===== src/verilog/reset_seq_pkg.sv =====
package reset_seq_pkg;

	localparam int unsigned NUM_SRC         = 8;
	localparam int unsigned SRC_POWER_ON    = 0;
	localparam int unsigned SRC_EXT_PIN     = 1;
	localparam int unsigned SRC_COMPARATOR  = 2;
	localparam int unsigned SRC_SOFTWARE    = 3;
	localparam int unsigned SRC_SUPPLY_MON  = 4;
	localparam int unsigned SRC_WATCHDOG    = 5;
	localparam int unsigned SRC_MISSING_CLK = 6;
	localparam int unsigned SRC_FLASH_ERR   = 7;

	localparam logic [NUM_SRC-1:0] CAUSE_RESET = 8'h01;

	localparam int unsigned CLK_SRC_W          = 2;
	localparam logic [1:0]  CLK_SRC_HIGH_FREQ_OSC_24M = 2'h0;

	localparam int unsigned DIV_SEL_W   = 3;
	localparam int unsigned DIV_CNT_W   = 7;
	localparam logic [2:0]  DIV_SEL_DEFAULT = 3'h3;
	localparam logic [6:0]  DIV_CNT_RESET   = 7'h00;

	localparam int unsigned PC_W         = 16;
	localparam logic [15:0] RESET_VECTOR = 16'h0000;

	localparam int unsigned HOLD_CNT_W      = 3;
	localparam logic [2:0]  MIN_HOLD_CYCLES = 3'h4;
	localparam logic [2:0]  HOLD_CNT_RESET  = 3'h0;

	typedef enum logic [2:0] {
		ST_RUN  = 3'b001,
		ST_HOLD = 3'b010,
		ST_EXIT = 3'b100
	} seq_state_t;

endpackage


===== src/verilog/system_reset_sequencer.sv =====
module system_reset_sequencer
	import reset_seq_pkg::*;
(
	input  wire logic                              CORE_CLK_IN,
	input  wire logic                              SYS_RST_IN,
	input  wire logic                              POWER_ON_RST_IN,
	input  wire logic                              EXTERNAL_RESET_PIN_N_IN,
	input  wire logic                              COMPARATOR_RST_IN,
	input  wire logic                              SOFTWARE_RST_IN,
	input  wire logic                              SUPPLY_MON_RST_IN,
	input  wire logic                              WATCHDOG_RST_IN,
	input  wire logic                              MISSING_CLK_RST_IN,
	input  wire logic                              FLASH_ERR_RST_IN,
	input  wire logic                              RETAIN_SET_IN,
	input  wire logic                              RETAIN_CLR_IN,
	input  wire logic                              CLK_SRC_WR_IN,
	input  wire logic [reset_seq_pkg::CLK_SRC_W-1:0] CLK_SRC_SEL_IN,
	input  wire logic                              DIV_WR_IN,
	input  wire logic [reset_seq_pkg::DIV_SEL_W-1:0] DIV_SEL_IN,
	input  wire logic                              WDT_DISABLE_IN,
	output logic                                   CORE_HALT_OUT,
	output logic                                   MODULE_RST_OUT,
	output logic                                   POWER_UP_RST_OUT,
	output logic                                   PORT_DEFAULT_OUT,
	output logic                                   RETAIN_HOLD_OUT,
	output logic                                   RETAIN_ACTIVE_OUT,
	output logic                                   IRQ_TIMER_DISABLE_OUT,
	output logic                                   RAM_WRITE_INHIBIT_OUT,
	output logic                                   EXTERNAL_RESET_PIN_N_OUT,
	output logic                                   EXTERNAL_RESET_PIN_N_OE_N_OUT,
	output logic                                   PC_CLEAR_OUT,
	output logic [reset_seq_pkg::PC_W-1:0]         FETCH_ADDR_OUT,
	output logic                                   CORE_START_OUT,
	output logic [reset_seq_pkg::CLK_SRC_W-1:0]    CLK_SRC_SEL_OUT,
	output logic [reset_seq_pkg::DIV_SEL_W-1:0]    DIV_SEL_OUT,
	output logic                                   SYSCLK_TICK_OUT,
	output logic                                   WDT_ENABLE_OUT,
	output logic                                   WDT_RUN_OUT,
	output logic [reset_seq_pkg::NUM_SRC-1:0]      RESET_CAUSE_OUT
);
	import reset_seq_pkg::*;

	seq_state_t             state_q;
	seq_state_t             state_d;
	logic [NUM_SRC-1:0]     cause_q;
	logic [NUM_SRC-1:0]     cause_d;
	logic [HOLD_CNT_W-1:0]  hold_q;
	logic [HOLD_CNT_W-1:0]  hold_d;
	logic                   por_q;
	logic                   por_d;
	logic                   pin_drive_q;
	logic                   pin_drive_d;
	logic                   retain_q;
	logic                   retain_d;
	logic                   port_default_q;
	logic                   port_default_d;
	logic                   retain_hold_q;
	logic                   retain_hold_d;
	logic                   pc_clear_q;
	logic                   pc_clear_d;
	logic [PC_W-1:0]        fetch_q;
	logic [PC_W-1:0]        fetch_d;
	logic                   start_q;
	logic                   start_d;
	logic [CLK_SRC_W-1:0]   clk_src_q;
	logic [CLK_SRC_W-1:0]   clk_src_d;
	logic [DIV_SEL_W-1:0]   div_sel_q;
	logic [DIV_SEL_W-1:0]   div_sel_d;
	logic [DIV_CNT_W-1:0]   div_cnt_q;
	logic [DIV_CNT_W-1:0]   div_cnt_d;
	logic                   tick_q;
	logic                   tick_d;
	logic                   wdt_en_q;
	logic                   wdt_en_d;
	logic [NUM_SRC-1:0]     src;
	logic                   any_src;
	logic                   in_reset;
	logic [DIV_CNT_W-1:0]   div_limit;

	// Our own drive of the reset pin must not read back as an external request,
	// otherwise a power-on reset would hold itself forever
	always_comb begin
		src                  = '0;
		src[SRC_POWER_ON]    = POWER_ON_RST_IN;
		src[SRC_EXT_PIN]     = ~EXTERNAL_RESET_PIN_N_IN & ~pin_drive_q;
		src[SRC_COMPARATOR]  = COMPARATOR_RST_IN;
		src[SRC_SOFTWARE]    = SOFTWARE_RST_IN;
		src[SRC_SUPPLY_MON]  = SUPPLY_MON_RST_IN;
		src[SRC_WATCHDOG]    = WATCHDOG_RST_IN;
		src[SRC_MISSING_CLK] = MISSING_CLK_RST_IN;
		src[SRC_FLASH_ERR]   = FLASH_ERR_RST_IN;
		any_src              = |src;
	end

	assign in_reset = (state_q != ST_RUN);

	// Sequencer
	always_comb begin
		state_d = state_q;
		cause_d = cause_q;
		hold_d  = hold_q;
		por_d   = por_q;
		pin_drive_d = pin_drive_q;
		pc_clear_d  = 1'b0;
		start_d     = 1'b0;
		fetch_d     = fetch_q;
		case (state_q)
			ST_RUN: begin
				if (any_src) begin
					state_d     = ST_HOLD;
					cause_d     = src;
					hold_d      = HOLD_CNT_RESET;
					por_d       = src[SRC_POWER_ON];
					pin_drive_d = src[SRC_POWER_ON] | src[SRC_SUPPLY_MON];
				end
			end
			ST_HOLD: begin
				cause_d     = cause_q | src;
				por_d       = por_q | src[SRC_POWER_ON];
				pin_drive_d = pin_drive_q | src[SRC_POWER_ON] | src[SRC_SUPPLY_MON];
				if (hold_q != MIN_HOLD_CYCLES) begin
					hold_d = hold_q + 3'h1;
				end
				// Minimum hold lets a one-cycle software pulse still reach every module
				if (!any_src && (hold_q == MIN_HOLD_CYCLES)) begin
					state_d     = ST_EXIT;
					pin_drive_d = 1'b0;
					pc_clear_d  = 1'b1;
					fetch_d     = RESET_VECTOR;
				end
			end
			ST_EXIT: begin
				if (any_src) begin
					state_d     = ST_HOLD;
					cause_d     = cause_q | src;
					hold_d      = HOLD_CNT_RESET;
					por_d       = src[SRC_POWER_ON];
					pin_drive_d = src[SRC_POWER_ON] | src[SRC_SUPPLY_MON];
				end else begin
					state_d = ST_RUN;
					start_d = 1'b1;
				end
			end
			default: begin
				state_d = ST_HOLD;
				hold_d  = HOLD_CNT_RESET;
			end
		endcase
	end

	// Retention and port control
	always_comb begin
		retain_d = retain_q;
		if (RETAIN_SET_IN && !in_reset) begin
			retain_d = 1'b1;
		end else if (RETAIN_CLR_IN && !in_reset) begin
			retain_d = 1'b0;
		end
		// Only power-on clears retention; other resets keep the request alive
		if (state_d == ST_HOLD && (por_d || src[SRC_POWER_ON])) begin
			retain_d = 1'b0;
		end
		retain_hold_d  = (state_d != ST_RUN) & retain_d;
		port_default_d = (state_d != ST_RUN) & ~retain_d;
	end

	// Clock source, divider and watchdog
	always_comb begin
		clk_src_d = clk_src_q;
		div_sel_d = div_sel_q;
		wdt_en_d  = wdt_en_q;
		if (state_d != ST_RUN) begin
			clk_src_d = CLK_SRC_HIGH_FREQ_OSC_24M;
			div_sel_d = DIV_SEL_DEFAULT;
			wdt_en_d  = 1'b1;
		end else begin
			if (CLK_SRC_WR_IN) begin
				clk_src_d = CLK_SRC_SEL_IN;
			end
			if (DIV_WR_IN) begin
				div_sel_d = DIV_SEL_IN;
			end
			if (WDT_DISABLE_IN) begin
				wdt_en_d = 1'b0;
			end
		end
		div_limit = 7'((8'h01 << div_sel_q) - 8'h01);
		if (div_sel_d != div_sel_q || div_cnt_q >= div_limit) begin
			div_cnt_d = DIV_CNT_RESET;
		end else begin
			div_cnt_d = div_cnt_q + 7'h01;
		end
		tick_d = (div_sel_d == div_sel_q) && (div_cnt_q >= div_limit);
	end

	// SYS_RST_IN counts as a power-on: every flop, power-up-only ones included
	always_ff @(posedge CORE_CLK_IN) begin
		if (SYS_RST_IN) begin
			state_q        <= ST_HOLD;
			cause_q        <= CAUSE_RESET;
			hold_q         <= HOLD_CNT_RESET;
			por_q          <= 1'b1;
			pin_drive_q    <= 1'b1;
			retain_q       <= 1'b0;
			port_default_q <= 1'b1;
			retain_hold_q  <= 1'b0;
			pc_clear_q     <= 1'b0;
			fetch_q        <= RESET_VECTOR;
			start_q        <= 1'b0;
			clk_src_q      <= CLK_SRC_HIGH_FREQ_OSC_24M;
			div_sel_q      <= DIV_SEL_DEFAULT;
			div_cnt_q      <= DIV_CNT_RESET;
			tick_q         <= 1'b0;
			wdt_en_q       <= 1'b1;
		end else begin
			state_q        <= state_d;
			cause_q        <= cause_d;
			hold_q         <= hold_d;
			por_q          <= por_d;
			pin_drive_q    <= pin_drive_d;
			retain_q       <= retain_d;
			port_default_q <= port_default_d;
			retain_hold_q  <= retain_hold_d;
			pc_clear_q     <= pc_clear_d;
			fetch_q        <= fetch_d;
			start_q        <= start_d;
			clk_src_q      <= clk_src_d;
			div_sel_q      <= div_sel_d;
			div_cnt_q      <= div_cnt_d;
			tick_q         <= tick_d;
			wdt_en_q       <= wdt_en_d;
		end
	end

	assign CORE_HALT_OUT         = in_reset;
	assign MODULE_RST_OUT        = (state_q == ST_HOLD);
	assign POWER_UP_RST_OUT      = (state_q == ST_HOLD) & por_q;
	assign IRQ_TIMER_DISABLE_OUT = in_reset;
	// Blocks stray writes while the core is halted; nothing here ever clears memory
	assign RAM_WRITE_INHIBIT_OUT = in_reset;
	assign PORT_DEFAULT_OUT      = port_default_q;
	assign RETAIN_HOLD_OUT       = retain_hold_q;
	assign RETAIN_ACTIVE_OUT     = retain_q;
	assign EXTERNAL_RESET_PIN_N_OUT      = 1'b0;
	assign EXTERNAL_RESET_PIN_N_OE_N_OUT = ~pin_drive_q;
	assign PC_CLEAR_OUT          = pc_clear_q;
	assign FETCH_ADDR_OUT        = fetch_q;
	assign CORE_START_OUT        = start_q;
	assign CLK_SRC_SEL_OUT       = clk_src_q;
	assign DIV_SEL_OUT           = div_sel_q;
	assign SYSCLK_TICK_OUT       = tick_q;
	assign WDT_ENABLE_OUT        = wdt_en_q;
	assign WDT_RUN_OUT           = wdt_en_q & ~in_reset;
	assign RESET_CAUSE_OUT       = cause_q;

endmodule // system_reset_sequencer


===== config.mk =====
export PLATFORM = sky130hd
export DESIGN_NAME = system_reset_sequencer
export DESIGN_NICKNAME = d
export VERILOG_FILES = /design/src/verilog/reset_seq_pkg.sv /design/src/verilog/system_reset_sequencer.sv
export SDC_FILE = /design/constraint.sdc
export NUM_CORES = 1
export LEC_CHECK = 0
export BUFFER_PORTS_ARGS = -buffer_cell sky130_fd_sc_hd__buf_2
export CAP_MARGIN = 15
export CORE_ASPECT_RATIO = 2
export CORE_MARGIN = 2
export CORE_UTILIZATION = 45
export CTS_CLUSTER_SIZE = 40
export DETAILED_ROUTE_END_ITERATION = 10
export GPL_ROUTABILITY_DRIVEN = 0
export PLACE_DENSITY = 0.81
export REMOVE_ABC_BUFFERS = 1
export SLEW_MARGIN = 10
export SYNTH_ARGS = -nofsm -noshare
export SYNTH_HDL_FRONTEND = slang
export SYNTH_SLANG_ARGS = --single-unit

===== constraint.sdc =====
create_clock -name CORE_CLK_IN -period 3.2 [get_ports CORE_CLK_IN]
set_input_delay 0.8 -clock CORE_CLK_IN [delete_from_list [all_inputs] [get_ports CORE_CLK_IN]]
set_output_delay 0.8 -clock CORE_CLK_IN [all_outputs]
set_load 0.01 [all_outputs]

### Yosys cells after proc, flatten, opt, wreduce, memory -nomap -nowiden

Index checks and enable logic that the tools add are counted.
Widths: inputs -> output; s select.

* add/subtract/negate cells: 3
* order comparisons: 1
* eq/ne operators: 14
* shift-type cells: 1
* mux-type cells: 22
* bitwise operators: 16
* reductions and logical operators: 20

Operator list (count)
* $pmux 8 s3: 1
* $mux 3: 6
* $mux 8: 2
* $reduce_or 2->1: 5
* $pmux 3 s3: 1
* $mux 1: 8
* $or 8x8->8: 1
* $reduce_or 8->1: 1
* $add 7x1->7 const B: 1
* $ge 7x7->1: 1
* $shl 1x3->7 const A: 1
* $sub 7x1->7 const B: 1
* $eq 3x2->1 const B: 2
* $eq 3x3->1 const B: 2
* $ne 3x1->1 const B: 2
* $not 1->1: 6
* $pmux 3 s2: 1
* $and 1x1->1: 5
* $logic_and 1x1->1: 5
* $ne 2x1->1 const B: 2
* $ne 2x2->1 const B: 2
* $or 1x1->1: 4
* $pmux 1 s2: 2
* $reduce_and 2->1: 2
* other kinds (11): 13

* register bits: 35
* input port bits: 20
* output and inout bits: 44

### Logic depth before layout (Yosys ltp)

Gate-level depths: netlist of run 1.

* word-level depth: 12
* depth in mapped cells: 13
* gate-level depth less buffers: 11

### Worst setup path before layout of run 1

OpenSTA, ideal clock, no wires.

* kind: register -> register
* from: register div_sel_q[0] (netlist: DIV_SEL_OUT[0])
* to: register div_cnt_q[2]
* library setup time: 0.078 ns
* arrival: 2.730 ns
* slack: 0.392 ns
* stages on the path, launching flop included: 13
* path buffers: 2
* clock period less this slack: 2.808 ns
* path through: dfxtp_1 -> clkbuf_1 -> or3_1 -> ha_1 -> clkbuf_1 -> xor2_1 -> nor2_1 -> a21oi_1 -> ha_1 -> and4_1 -> a221oi_1 -> nand2_1 -> nor3_1

* longest elaborated chain between the ends: 5
* elaborated cells on any way between the ends: 8
* classes of those cells: add/sub (1); order compare (1); eq/ne (1); shift (1); mux (2); reduce/logical (2)

RTL lines
* start: declaration: RTL line system_reset_sequencer.sv:67 `logic [DIV_SEL_W-1:0] div_sel_q;`
* start signal: assignment: RTL line system_reset_sequencer.sv:228 `div_sel_q <= div_sel_d;`
* $shl 1x3->7 / $mux 3 (equally long branches): RTL line system_reset_sequencer.sv:187, system_reset_sequencer.sv:180
* $sub 7x1->7 / $mux 3 (equally long branches): RTL line system_reset_sequencer.sv:187, system_reset_sequencer.sv:172
* $ge 7x7->1 / $ne 3x3->1 (equally long branches): RTL line system_reset_sequencer.sv:188 `if (div_sel_d != div_sel_q || div_cnt_q >= div_limit) begin`
* $logic_or 1x1->1 *: RTL line system_reset_sequencer.sv:188
* $reduce_or 2->1 (no line) *
* end signal: assignment: RTL line system_reset_sequencer.sv:229 `div_cnt_q <= div_cnt_d;`
* end: declaration: RTL line system_reset_sequencer.sv:69 `logic [DIV_CNT_W-1:0] div_cnt_q;`

Mark *: on every way between the ends. The rest lies on a longest branch, timed or not.
A chain may end at the register's enable or synchronous reset.

### Final worst setup path of run 1

* from: register div_sel_q[0] (netlist: DIV_SEL_OUT[0])
* to: register div_cnt_q[6]

The elaborated chain is that of the path after synthesis.

==> results of run 1 <==
==> synthesized netlist by cell type (2+ instances only) <==
| cell type | number | area (µm²) |
|---|---|---|
| or3_1 | 3 | 18.8 |
| xor2_1 | 6 | 52.6 |
| nand3_1 | 6 | 30.0 |
| and2_1 | 2 | 12.5 |
| mux2i_1 | 4 | 40.0 |
| buf_4 | 19 | 143 |
| o21ai_0 | 6 | 30.0 |
| nor3b_1 | 3 | 22.5 |
| a221o_1 | 2 | 20.0 |
| nor3_1 | 11 | 55.1 |
| xnor2_1 | 5 | 43.8 |
| nand2_1 | 12 | 45.0 |
| inv_1 | 8 | 30.0 |
| a21o_1 | 4 | 30.0 |
| dfxtp_1 | 35 | 701 |
| and3_1 | 2 | 12.5 |
| a21oi_1 | 8 | 40.0 |
| a22oi_1 | 8 | 60.1 |
| nor2_1 | 22 | 82.6 |
| ha_1 | 11 | 138 |
| clkbuf_1 | 6 | 22.5 |
==> flip-flops by register name (all words and copies together), names as in the netlist <==
register,flops
SYSCLK_TICK_OUT,1
DIV_SEL_OUT,3
pin_drive_q,1
CLK_SRC_SEL_OUT,2
WDT_ENABLE_OUT,1
RETAIN_HOLD_OUT,1
por_q,1
div_cnt_q,7
PORT_DEFAULT_OUT,1
hold_q,3
RESET_CAUSE_OUT,8
PC_CLEAR_OUT,1
state_q,3
RETAIN_ACTIVE_OUT,1
CORE_START_OUT,1
==> cell type report <==
class                           instances  area [µm²]
Multi-Input combinational cell        150         955
Clock inverter                          2        12.5
Sequential cell                        35         701
Fill cell                             389        1780
Clock buffer                            6        72.6
Tap cell                               51        63.8
Inverter                                9        33.8
Timing Repair Buffer                   46         230
==> power breakdown <==
part	switching (mW)	leakage (nW)	internal, mW
clock	0.157	0.0412	0.152
sequential	0.00961	0.285	0.449
combinational	0.0452	0.623	0.0332
==> cell usage in the layout (no fill, tap or decap), drive strengths merged, types with 2 or more instances in the layout <==
| cell type | instances |
|---|---|
| nor4 | 2 |
| nor3 | 11 |
| and3 | 2 |
| nand3b | 2 |
| nor3b | 4 |
| ha | 11 |
| and2 | 2 |
| inv | 9 |
| xnor2 | 5 |
| nor2 | 22 |
| mux2i | 4 |
| conb | 17 |
| nand2 | 12 |
| clkbuf | 6 |
| o21ai | 6 |
| a21oi | 8 |
| buf | 46 |
| xor2 | 6 |
| a21o | 4 |
| dfxtp | 35 |
| a221o | 2 |
| nand3 | 6 |
| a22oi | 8 |
| or3 | 3 |
==> logic make-up after synthesis <==
| group | count (synthesis) |
|---|---|
| and+or+nand+nor | 72 |
| xor gates and xnor gates | 11 |
| buffers and inverters | 35 |
| adders and majority gates | 11 |
| AOI/OAI and AO/OA | 35 |
| other | 1 |
| DFF | 35 |
| muxes | 4 |
==> critical path: stages, from the launching register on <==
cell,delay (ns)
dfxtp_1,0.41
or3_1,0.42
ha_1,0.28
xor2_1,0.17
nor2_1,0.10
a21oi_1,0.05
ha_1,0.31
and4_1,0.21
a221oi_1,0.40
nand2_1,0.22
nor3_1,0.22
==> routing by layer <==
layer | wire length [µm] | vias to the layer above
met5 | 0 | -
met2 | 2190 | 35
met4 | 100 | 0
li1 | - | 764
met3 | 142 | 10
met1 | 1350 | 721
==> worst min path at each step <==
stage | end | slack (ns) | cells past startpoint
floorplan | div_cnt_q[0] | 0.45 | 1
global placement | RESET_CAUSE_OUT[0] | 0.47 | 1
detailed placement | RESET_CAUSE_OUT[0] | 0.47 | 1
CTS | RESET_CAUSE_OUT[0] | 0.49 | 1
global route | WDT_ENABLE_OUT | 0.51 | 2
finish | RESET_CAUSE_OUT[0] | 0.49 | 1
==> metrics by stage <==
| step | setup WS, ns | util [%] | cell area [µm²] |
|---|---|---|---|
| 3_3_place_gp | 0.463 | 51.6 | 1980 |
| 2_1_floorplan | 0.569 | - | 1690 |
| 3_5_place_dp | 0.328 | 51.6 | 1980 |
| 5_1_grt | 0.106 | 53.8 | 2070 |
| 4_1_cts | 0.302 | 53.8 | 2070 |
| 6_report | 0.328 | 53.8 | 2070 |
==> flow_metrics.py, run 1 <==
metrics = {
    "timing": {
        "rsz0062_at_grt": "no",
        "finalSetupViolCount": 0,
        "timing.hold.ws_ns": 0.489,
        "fin_crit_sh_pct": 89.8,
        "min_period_ns": 2.87,
        "maxSlewViolCount": 0,
        "clock_skew_ns": 0.00455,
        "hold_violations": 0,
        "finalSetupTns_ns": 0,
        "max_freq_mhz": 348,
    },
    "floorplanning": {
        "rows": 32,
        "die_w_um": 48.8,
        "initial_utilization_pct": 47.0,
        "ios": 64,
        "die_height_um": 93.6,
        "core_area_um2": 3840,
        "dieArea_um2": 4570,
    },
    "synthesis": {
        "synthAdderAreaFrac_pct": 7.62,
        "synth_edf_count": 0,
        "synth_top_family_by_area": "simple AND/OR/NAND/NOR gates",
        "yosysSeqAreaShare_pct": 38.8,
        "synth.avg_cell_area_um2": 8.85,
        "ys_seq_elements": 35,
        "synth_area_um2": 1810,
        "synth_cell_types": 42,
        "synth_mux_area_share_pct": 2.22,
        "synthXorXnorAreaFrac_pct": 5.34,
        "synth_warnings": 0,
        "synth_compound_gate_area_share_pct": 13.6,
        "synth-simple-area-share_pct": 20.6,
        "synthArstFlopShare_pct": 0,
        "netlist_instances": 204,
        "synthFlopType": "dfxtp_1",
    },
    "global_routing": {
        "grt.met3_usage_pct": 3.51,
        "gr-usage-met1_pct": 16.5,
        "grt.busiest_layer": "met2",
        "grt_pass1_wl_um": 6260,
        "antenna_found_initial": 0,
        "grt.overflow.total": 0,
        "grt_use_total_pct": 17.6,
        "grt_max_degree": 20,
        "met2_usage_pct": 34.2,
        "grt_pass1_vias": 1472,
    },
    "critical_path": {
        "cp.required_ns": 3.40,
        "ff2ff_path_depth": 10,
        "worstPathMaxFanout": 10,
        "rr_endpoint": "div_cnt_q[6]",
        "crit_end": "div_cnt_q[6]",
        "worstPathArrival_ns": 3.08,
        "critical_path.startpoint": "DIV_SEL_OUT[0]",
        "crit_path_end_kind": "flip-flop",
        "r2r_slack_ns": 0.33,
        "path_class": "reg2reg",
        "r2r_start": "DIV_SEL_OUT[0]",
        "cp-start-kind": "flip-flop",
    },
    "cts": {
        "cts-buffers-inserted": 5,
        "clock_latency_ns": 0.28,
        "cts.sink_count": 35,
        "h-tree-depth": 2,
        "cts_buffer_depth": 2,
        "clk_pin_slew_worst_paths_ns": 0.07,
        "hold_buffers": 0,
        "cts_resized": 0,
        "cts_tree": "done",
        "clockRootBuffer": "clkbuf_8",
        "cts_setup_buffers": 0,
    },
    "finish": {
        "instances_no_fill": 299,
        "drive_above_1_share_pct": 23.4,
        "layout-area-overhead-vs-synth_pct": 14.6,
        "diodes": 0,
        "nets": 278,
    },
    "drt": {
        "vias_per_cell": 5.12,
        "drt_iter0_markers": 23,
        "ant_nets": 0,
        "first_pass_iters": 4,
        "routedWlPerCell_um": 12.7,
        "drt_wl_total_um": 3790,
        "via_count": 1530,
        "route.detailed.drc": 0,
    },
    "hold_path": {
        "hp-start": "RESET_CAUSE_OUT[0]",
        "hold_path.class": "reg2reg",
    },
    "placement": {
        "dp_hpwl_um": 2970,
        "portBuffers": 46,
        "dp.cells": 291,
    },
    "power": {
        "p_total_uw": 847,
        "vdd_ir_drop_max_mv": 0.466,
        "cellPowerDensity_nw_per_um2": 410,
        "p_leak_nw": 0.950,
    },
    "job": {
        "drv_cap": 0,
    },
    "outcome": {
        "status": "finished, final reports clean",
    },
}
Power figures use the tool's default switching activity.
==> inputs of run 2 (changes only) <==
--- a/config.mk
+++ b/config.mk
@@ -5,6 +5,7 @@
 export SDC_FILE = /design/constraint.sdc
 export NUM_CORES = 1
 export LEC_CHECK = 0
+export ABC_AREA = 1
 export BUFFER_PORTS_ARGS = -buffer_cell sky130_fd_sc_hd__buf_2
 export CAP_MARGIN = 15
 export CORE_ASPECT_RATIO = 2
@@ -13,7 +14,7 @@
 export CTS_CLUSTER_SIZE = 40
 export DETAILED_ROUTE_END_ITERATION = 10
 export GPL_ROUTABILITY_DRIVEN = 0
-export PLACE_DENSITY = 0.81
+export PLACE_DENSITY = 0.8
 export REMOVE_ABC_BUFFERS = 1
 export SLEW_MARGIN = 10
 export SYNTH_ARGS = -nofsm -noshare
==> run 2 against run 1 <==
  * Setup slack improved by 0.39 ns
  * Combinational power is 16% higher
  * Core utilization grew 0.52 points
  * Sequential share of layout area fell by 2.6 points
  * Non-clock buffer count is the same
  * Die area rose by 6.9%
  * Sequential power about the same
  * Critical endpoint is now div_cnt_q[0]
  * Largest power group unchanged
==> flow_metrics.py, run 2 <==
metrics = {
    "critical_path": {
        "worst-path-buf-inv": 2,
        "worstPathMaxFanout": 8,
        "cp.required_ns": 3.43,
        "worstPathArrival_ns": 2.71,
        "cp-start-kind": "flip-flop",
        "crit_path_end_kind": "flip-flop",
        "slowest_delay_ns": 0.48,
        "critical_path.startpoint": "DIV_SEL_OUT[2]",
        "critPathTopFamily": "simple AND/OR/NAND/NOR gates",
        "path_class": "reg2reg",
        "crit_chain": "inv_2, nand2_1, ha_1, inv_1, a22oi_1, o211ai_1, ha_1, a21oi_1, o21a_1, nand2_1, nor2_1, nand3_4, nor2_2",
        "cp_slowest_cell": "dfxtp_1",
        "r2r_start": "DIV_SEL_OUT[2]",
    },
    "cts": {
        "cts.sink_count": 35,
        "cts_setup_buffers": 0,
        "h-tree-depth": 2,
        "cts-buffers-inserted": 5,
        "clockRootBuffer": "clkbuf_8",
        "cts_resized": 0,
        "cts_tree": "done",
        "hold_buffers": 0,
        "cts_buffer_depth": 2,
        "clock_latency_ns": 0.29,
        "clk_pin_slew_worst_paths_ns": 0.07,
    },
    "drt": {
        "met3_length_um": 202,
        "drt_iter0_markers": 33,
        "top_layer": "met4",
        "wl_met2_um": 2290,
        "met1_length_um": 1450,
        "vias_per_cell": 4.89,
        "route.detailed.drc": 0,
        "ant_nets": 0,
        "first_pass_iters": 4,
        "via_count": 1747,
        "routedWlPerCell_um": 11.5,
        "drt_wl_total_um": 4100,
    },
    "timing": {
        "finalSetupViolCount": 0,
        "fin_crit_sh_pct": 77.6,
        "timing.hold.ws_ns": 0.455,
        "finalSetupTns_ns": 0,
        "max_freq_mhz": 403,
        "rsz0062_at_grt": "no",
        "min_period_ns": 2.48,
        "hold_violations": 0,
        "clock_skew_ns": 0.00703,
        "maxSlewViolCount": 0,
    },
    "finish": {
        "final_cell_mix": "nand2_1, buf_2, dfxtp_1, inv_1, nor2_1",
        "largest_reg_flops": 8,
        "n_fill_cell": 440,
        "diodes": 0,
        "nets": 335,
        "final_common_cell": "nand2_1",
        "layout-area-overhead-vs-synth_pct": 15.8,
        "register_area_um2": 701,
        "final_core_util_pct": 54.3,
        "drive_above_1_share_pct": 26.2,
        "multi_input_area_um2": 1030,
    },
    "global_routing": {
        "antenna_found_initial": 0,
        "grt_max_degree": 18,
        "grt_pass1_vias": 1643,
        "grt.overflow.total": 0,
        "grt_use_total_pct": 18.2,
        "grt_pass1_wl_um": 6990,
    },
    "job": {
        "drv_cap": 0,
    },
    "power": {
        "p_leak_nw": 1.15,
        "vdd_ir_drop_max_mv": 0.325,
        "cellPowerDensity_nw_per_um2": 402,
        "p_total_uw": 903,
    },
    "floorplanning": {
        "rows": 33,
        "die_w_um": 50.4,
        "initial_utilization_pct": 46.9,
        "dieArea_um2": 4880,
        "die_height_um": 96.8,
        "core_area_um2": 4130,
        "ios": 64,
    },
    "placement": {
        "dp_hpwl_um": 3300,
        "portBuffers": 46,
    },
    "synthesis": {
        "synthArstFlopShare_pct": 0,
        "synth_edf_count": 0,
        "ys_seq_elements": 35,
        "yosysMostFrequentCell": "nand2_1",
        "synth.avg_cell_area_um2": 7.57,
        "yosysSeqAreaShare_pct": 36.2,
        "synth_warnings": 0,
        "synth_top_cell_by_area": "dfxtp_1",
        "synthTopCellsByCount": "nand2_1, dfxtp_1, inv_1, nor2_1, buf_4",
        "synthFlopType": "dfxtp_1",
        "netlist_instances": 256,
        "synth_cell_types": 32,
        "synth_area_um2": 1940,
        "synth_top_cells_by_area": "dfxtp_1, nand2_1, buf_4, ha_1, a21oi_1",
        "synth_top_area_share_pct": 36.2,
    },
    "outcome": {
        "status": "finished, final reports clean",
    },
    "hold_path": {
        "hp-start": "CLK_SRC_SEL_OUT[1]",
        "hold_path.class": "reg2reg",
    },
}
## run 2: changes by cell type after synthesis, moves of 7 or more
| cell | delta |
|---|---|
| a21oi_1 | +10 |
| a22oi_1 | -7 |
| inv_1 | +15 |
| inv_2 | +7 |
| nand2_1 | +37 |
| nand3_1 | +10 |
| nand4_1 | +8 |
| nor2_2 | +8 |
| nor3_1 | -10 |
## run 2: logic make-up after synthesis
kind of cell               after synthesis  share of synthesized area, %
adders and majority gates               11                          7.10
buffers and inverters                   52                          13.8
DFF                                     35                          36.2
other                                    1                         0.193
and+or+nand+nor                        116                          29.7
xor gates and xnor gates                 7                          3.16
AOI/OAI and AO/OA                       34                          9.94
## run 2: layout make-up
type                    count  share of cell area, %
multi-input cells         185                   46.0
flip-flops and latches     35                   31.2
repair buffers             46                   10.3
inverters                  31                   5.19
clock buffers               8                   4.46
well taps                  52                   2.90
## run 2: final timing paths
kind / end / slack (ns) / cells past startpoint
max: div_cnt_q[0] / 0.72 / 13
min: CLK_SRC_SEL_OUT[1] / 0.45 / 2
max reg2reg: div_cnt_q[0] / 0.72 / 13
min reg2reg: CLK_SRC_SEL_OUT[1] / 0.45 / 2
## run 2: report_power, final
group	switching, mW	internal [mW]	leakage, nW
combinational	0.0557	0.0354	0.818
clock	0.153	0.196	0.0515
sequential	0.0115	0.451	0.285
total	0.221	0.682	1.15
## run 2: metrics by stage
step | instances | worst slack (ns) | area (µm²)
2_1_floorplan | 251 | 0.973 | 1850
3_3_place_gp | 349 | 0.860 | 2140
3_5_place_dp | 349 | 0.753 | 2140
4_1_cts | 357 | 0.729 | 2240
5_1_grt | 357 | 0.502 | 2240
6_report | 357 | 0.716 | 2240
## run 2: worst min-delay path: stages (launching register included)
cell	delay (ns)
dfxtp_1	0.31
nand2_1	0.06
a21oi_1	0.05
## run 2: per-layer routing
| layer | track usage [%] | vias up |
|---|---|---|
| li1 | - | 888 |
| met1 | 17.6 | 788 |
| met2 | 33.7 | 57 |
| met3 | 4.01 | 14 |
| met4 | 9.77 | 0 |
| met5 | 0 | - |
==> inputs of run 3 (changes only) <==
--- a/config.mk
+++ b/config.mk
@@ -5,16 +5,16 @@
 export SDC_FILE = /design/constraint.sdc
 export NUM_CORES = 1
 export LEC_CHECK = 0
-export ABC_AREA = 1
+export ABC_AREA = 0
 export BUFFER_PORTS_ARGS = -buffer_cell sky130_fd_sc_hd__buf_2
 export CAP_MARGIN = 15
 export CORE_ASPECT_RATIO = 2
 export CORE_MARGIN = 2
-export CORE_UTILIZATION = 45
+export CORE_UTILIZATION = 44
 export CTS_CLUSTER_SIZE = 40
 export DETAILED_ROUTE_END_ITERATION = 10
 export GPL_ROUTABILITY_DRIVEN = 0
-export PLACE_DENSITY = 0.8
+export PLACE_DENSITY = 0.83
 export REMOVE_ABC_BUFFERS = 1
 export SLEW_MARGIN = 10
 export SYNTH_ARGS = -nofsm -noshare
==> constraint.sdc (replaced) <==
create_clock -name CORE_CLK_IN -period 2.28 [get_ports CORE_CLK_IN]
set_input_delay 0.57 -clock CORE_CLK_IN [delete_from_list [all_inputs] [get_ports CORE_CLK_IN]]
set_output_delay 0.57 -clock CORE_CLK_IN [all_outputs]
set_load 0.01 [all_outputs]
==> run 3 against run 2 <==
  * The flow now finishes with violations (negative setup slack)
  * Cell count fell by 13%
  * Register-to-register slack lost 0.93 ns
  * Flip-flop and latch count unchanged
  * Highest routed layer unchanged
  * Worst hold slack improved by 0.020 ns
  * Global-route usage about the same
  * Maximum frequency decreased by 0.41%
  * Setup slack worse by 0.93 ns
  * Clock skew fell by 0.0011 ns
  * Via count fell by 9.1%
  * Critical path depth is 3 lower
  * Clock-buffer cell count is 1 lower
  * First-iteration DRC count down 3.0%
==> flow_metrics.py, run 3 (synthesis gave the netlist of run 1 again) <==
metrics = {
    "critical_path": {
        "slowest_delay_ns": 0.40,
        "ff2ff_path_depth": 10,
        "r2r_slack_ns": -0.21,
        "critPathMostFrequentCell": "nor3_2",
        "crit_path_end_kind": "flip-flop",
        "cp-start-kind": "flip-flop",
        "path_class": "reg2reg",
        "worstPathArrival_ns": 2.71,
        "cp_slowest_cell": "or3_4",
        "r2r_start": "DIV_SEL_OUT[1]",
        "cp.required_ns": 2.49,
        "rr_endpoint": "div_cnt_q[3]",
        "worstPathMaxFanout": 6,
        "crit_chain": "or3_4, ha_4, nor3_2, a21o_1, a21oi_2, ha_1, and4_1, a221oi_2, nand2_2, nor3_2",
    },
    "cts": {
        "h-tree-depth": 2,
        "clockRootBuffer": "clkbuf_8",
        "cts-buffers-inserted": 5,
        "cts_tree": "done",
        "cts.sink_count": 35,
        "cts_buffer_depth": 2,
        "clock_latency_ns": 0.28,
        "hold_buffers": 0,
        "clk_pin_slew_worst_paths_ns": 0.07,
    },
    "placement": {
        "pre_cts_slack_ns": -0.443,
        "dp_hpwl_um": 2980,
        "portBuffers": 46,
    },
    "floorplanning": {
        "die_w_um": 49.3,
        "die_height_um": 94.6,
        "rows": 33,
        "ios": 64,
        "core_area_um2": 4010,
        "dieArea_um2": 4660,
        "initial_utilization_pct": 45.1,
    },
    "drt": {
        "routedWlPerCell_um": 12.6,
        "first_pass_iters": 4,
        "via_count": 1588,
        "ant_nets": 0,
        "vias_per_cell": 5.09,
        "drt_iter0_markers": 32,
        "route.detailed.drc": 0,
        "drt_wl_total_um": 3950,
    },
    "global_routing": {
        "grt_use_total_pct": 18.2,
        "grt.overflow.total": 0,
        "grt_pass1_vias": 1578,
        "antenna_found_initial": 0,
        "grt_max_degree": 20,
        "grt_pass1_wl_um": 6700,
    },
    "power": {
        "p_total_mw": 1.18,
        "cellPowerDensity_nw_per_um2": 525,
        "p_leak_nw": 1.03,
        "vdd_ir_drop_max_mv": 0.531,
    },
    "outcome": {
        "violations": "negative setup slack",
        "status": "finished with violations",
    },
    "timing": {
        "rsz0062_at_grt": "yes",
        "hold_violations": 0,
        "timing.hold.ws_ns": 0.474,
        "min_period_ns": 2.49,
        "finalSetupViolCount": 8,
        "finalSetupTns_ns": -1.24,
        "maxSlewViolCount": 0,
        "fin_crit_sh_pct": 109,
        "clock_skew_ns": 0.00594,
        "max_freq_mhz": 401,
        "setup_slack_ns": -0.214,
    },
    "hold_path": {
        "hp-start": "WDT_DISABLE_IN",
        "worstHoldEndpoint": "WDT_ENABLE_OUT",
        "hold_path.class": "in2reg",
        "worstHoldPathCells": 2,
    },
    "finish": {
        "n_fill_cell": 377,
        "drive_above_1_share_pct": 33.1,
        "layout-area-overhead-vs-synth_pct": 24.5,
        "final_cell_mix": "buf_2, dfxtp_1, nor2_1, conb_1",
        "nets": 290,
        "largest_reg_flops": 8,
        "diodes": 0,
        "final_common_cell": "buf_2",
    },
    "job": {
        "drv_cap": 0,
    },
}
[run 3: cell count changes in the layout (fill, tap and decap cells not counted), moves of 6 or more]
cell / delta
buf_4: +11
a21oi_1: -11
inv_1: -15
inv_2: -7
nor2_2: -8
a22oi_1: +7
nand4_1: -8
nor3_2: +6
nand3_1: -11
nand2_1: -38
[run 3: final cells by class]
cell class                 instances  area, µm²  area share, %
clock buffer                       7       76.3           3.40
clock inverter                     1       5.00          0.223
inverter                           9       33.8           1.50
multi-input combinational        150       1040           46.3
sequential                        35        703           31.3
tap                               52       65.1           2.90
timing repair buffer              58        324           14.4
[run 3: timing repair]
| item | 4_1_cts | 5_1_grt |
|---|---|---|
| endpoints found under the hold margin | 0 | 0 |
| setup endpoints to repair | 8 | 8 |
| setup buffers | 0 | 1 |
| pin swaps | 9 | 3 |
| resized for setup | 19 | 2 |
[run 3: critical path, delay by kind of cell, from the launching register on]
family          cells  cell delay [ns]
compound gates      3             0.48
fa+ha+maj           2             0.50
flops               1             0.32
simple gates        5             1.13
[run 3: worst max path at each step]
stage,from,end,slack [ns],depth (start not counted)
floorplan,DIV_SEL_OUT[1],div_cnt_q[2],-0.35,10
global placement,DIV_SEL_OUT[1],div_cnt_q[5],-0.22,10
detailed placement,DIV_SEL_OUT[1],div_cnt_q[6],-0.44,10
CTS,DIV_SEL_OUT[1],div_cnt_q[0],-0.17,10
global route,DIV_SEL_OUT[1],div_cnt_q[3],-0.35,10
finish,DIV_SEL_OUT[1],div_cnt_q[3],-0.21,10
[run 3: where the power goes]
group	total (mW)	switching, mW	leakage (nW)	internal [mW]
Sequential	0.645	0.0137	0.285	0.631
Clock	0.418	0.204	0.0422	0.214
Combinational	0.118	0.0677	0.700	0.0502
[run 3: metal layers]
| layer | up-vias | track usage (%) | part of all wire, % |
|---|---|---|---|
| met3 | 15 | 4.11 | 6.3 |
| met4 | 0 | 9.05 | 2.9 |
| li1 | 784 | - | - |
| met5 | - | 0 | 0 |
| met2 | 59 | 31.8 | 50 |
| met1 | 730 | 20.3 | 41 |
[run 3: per-stage QoR]
stage	utilization, %	cells	cell area [µm²]
final	56.1	312	2250
after floorplan	-	194	1690
after CTS	56.0	312	2240
after detailed placement	51.8	304	2070
after global placement	51.8	304	2070
after global routing	56.1	312	2250
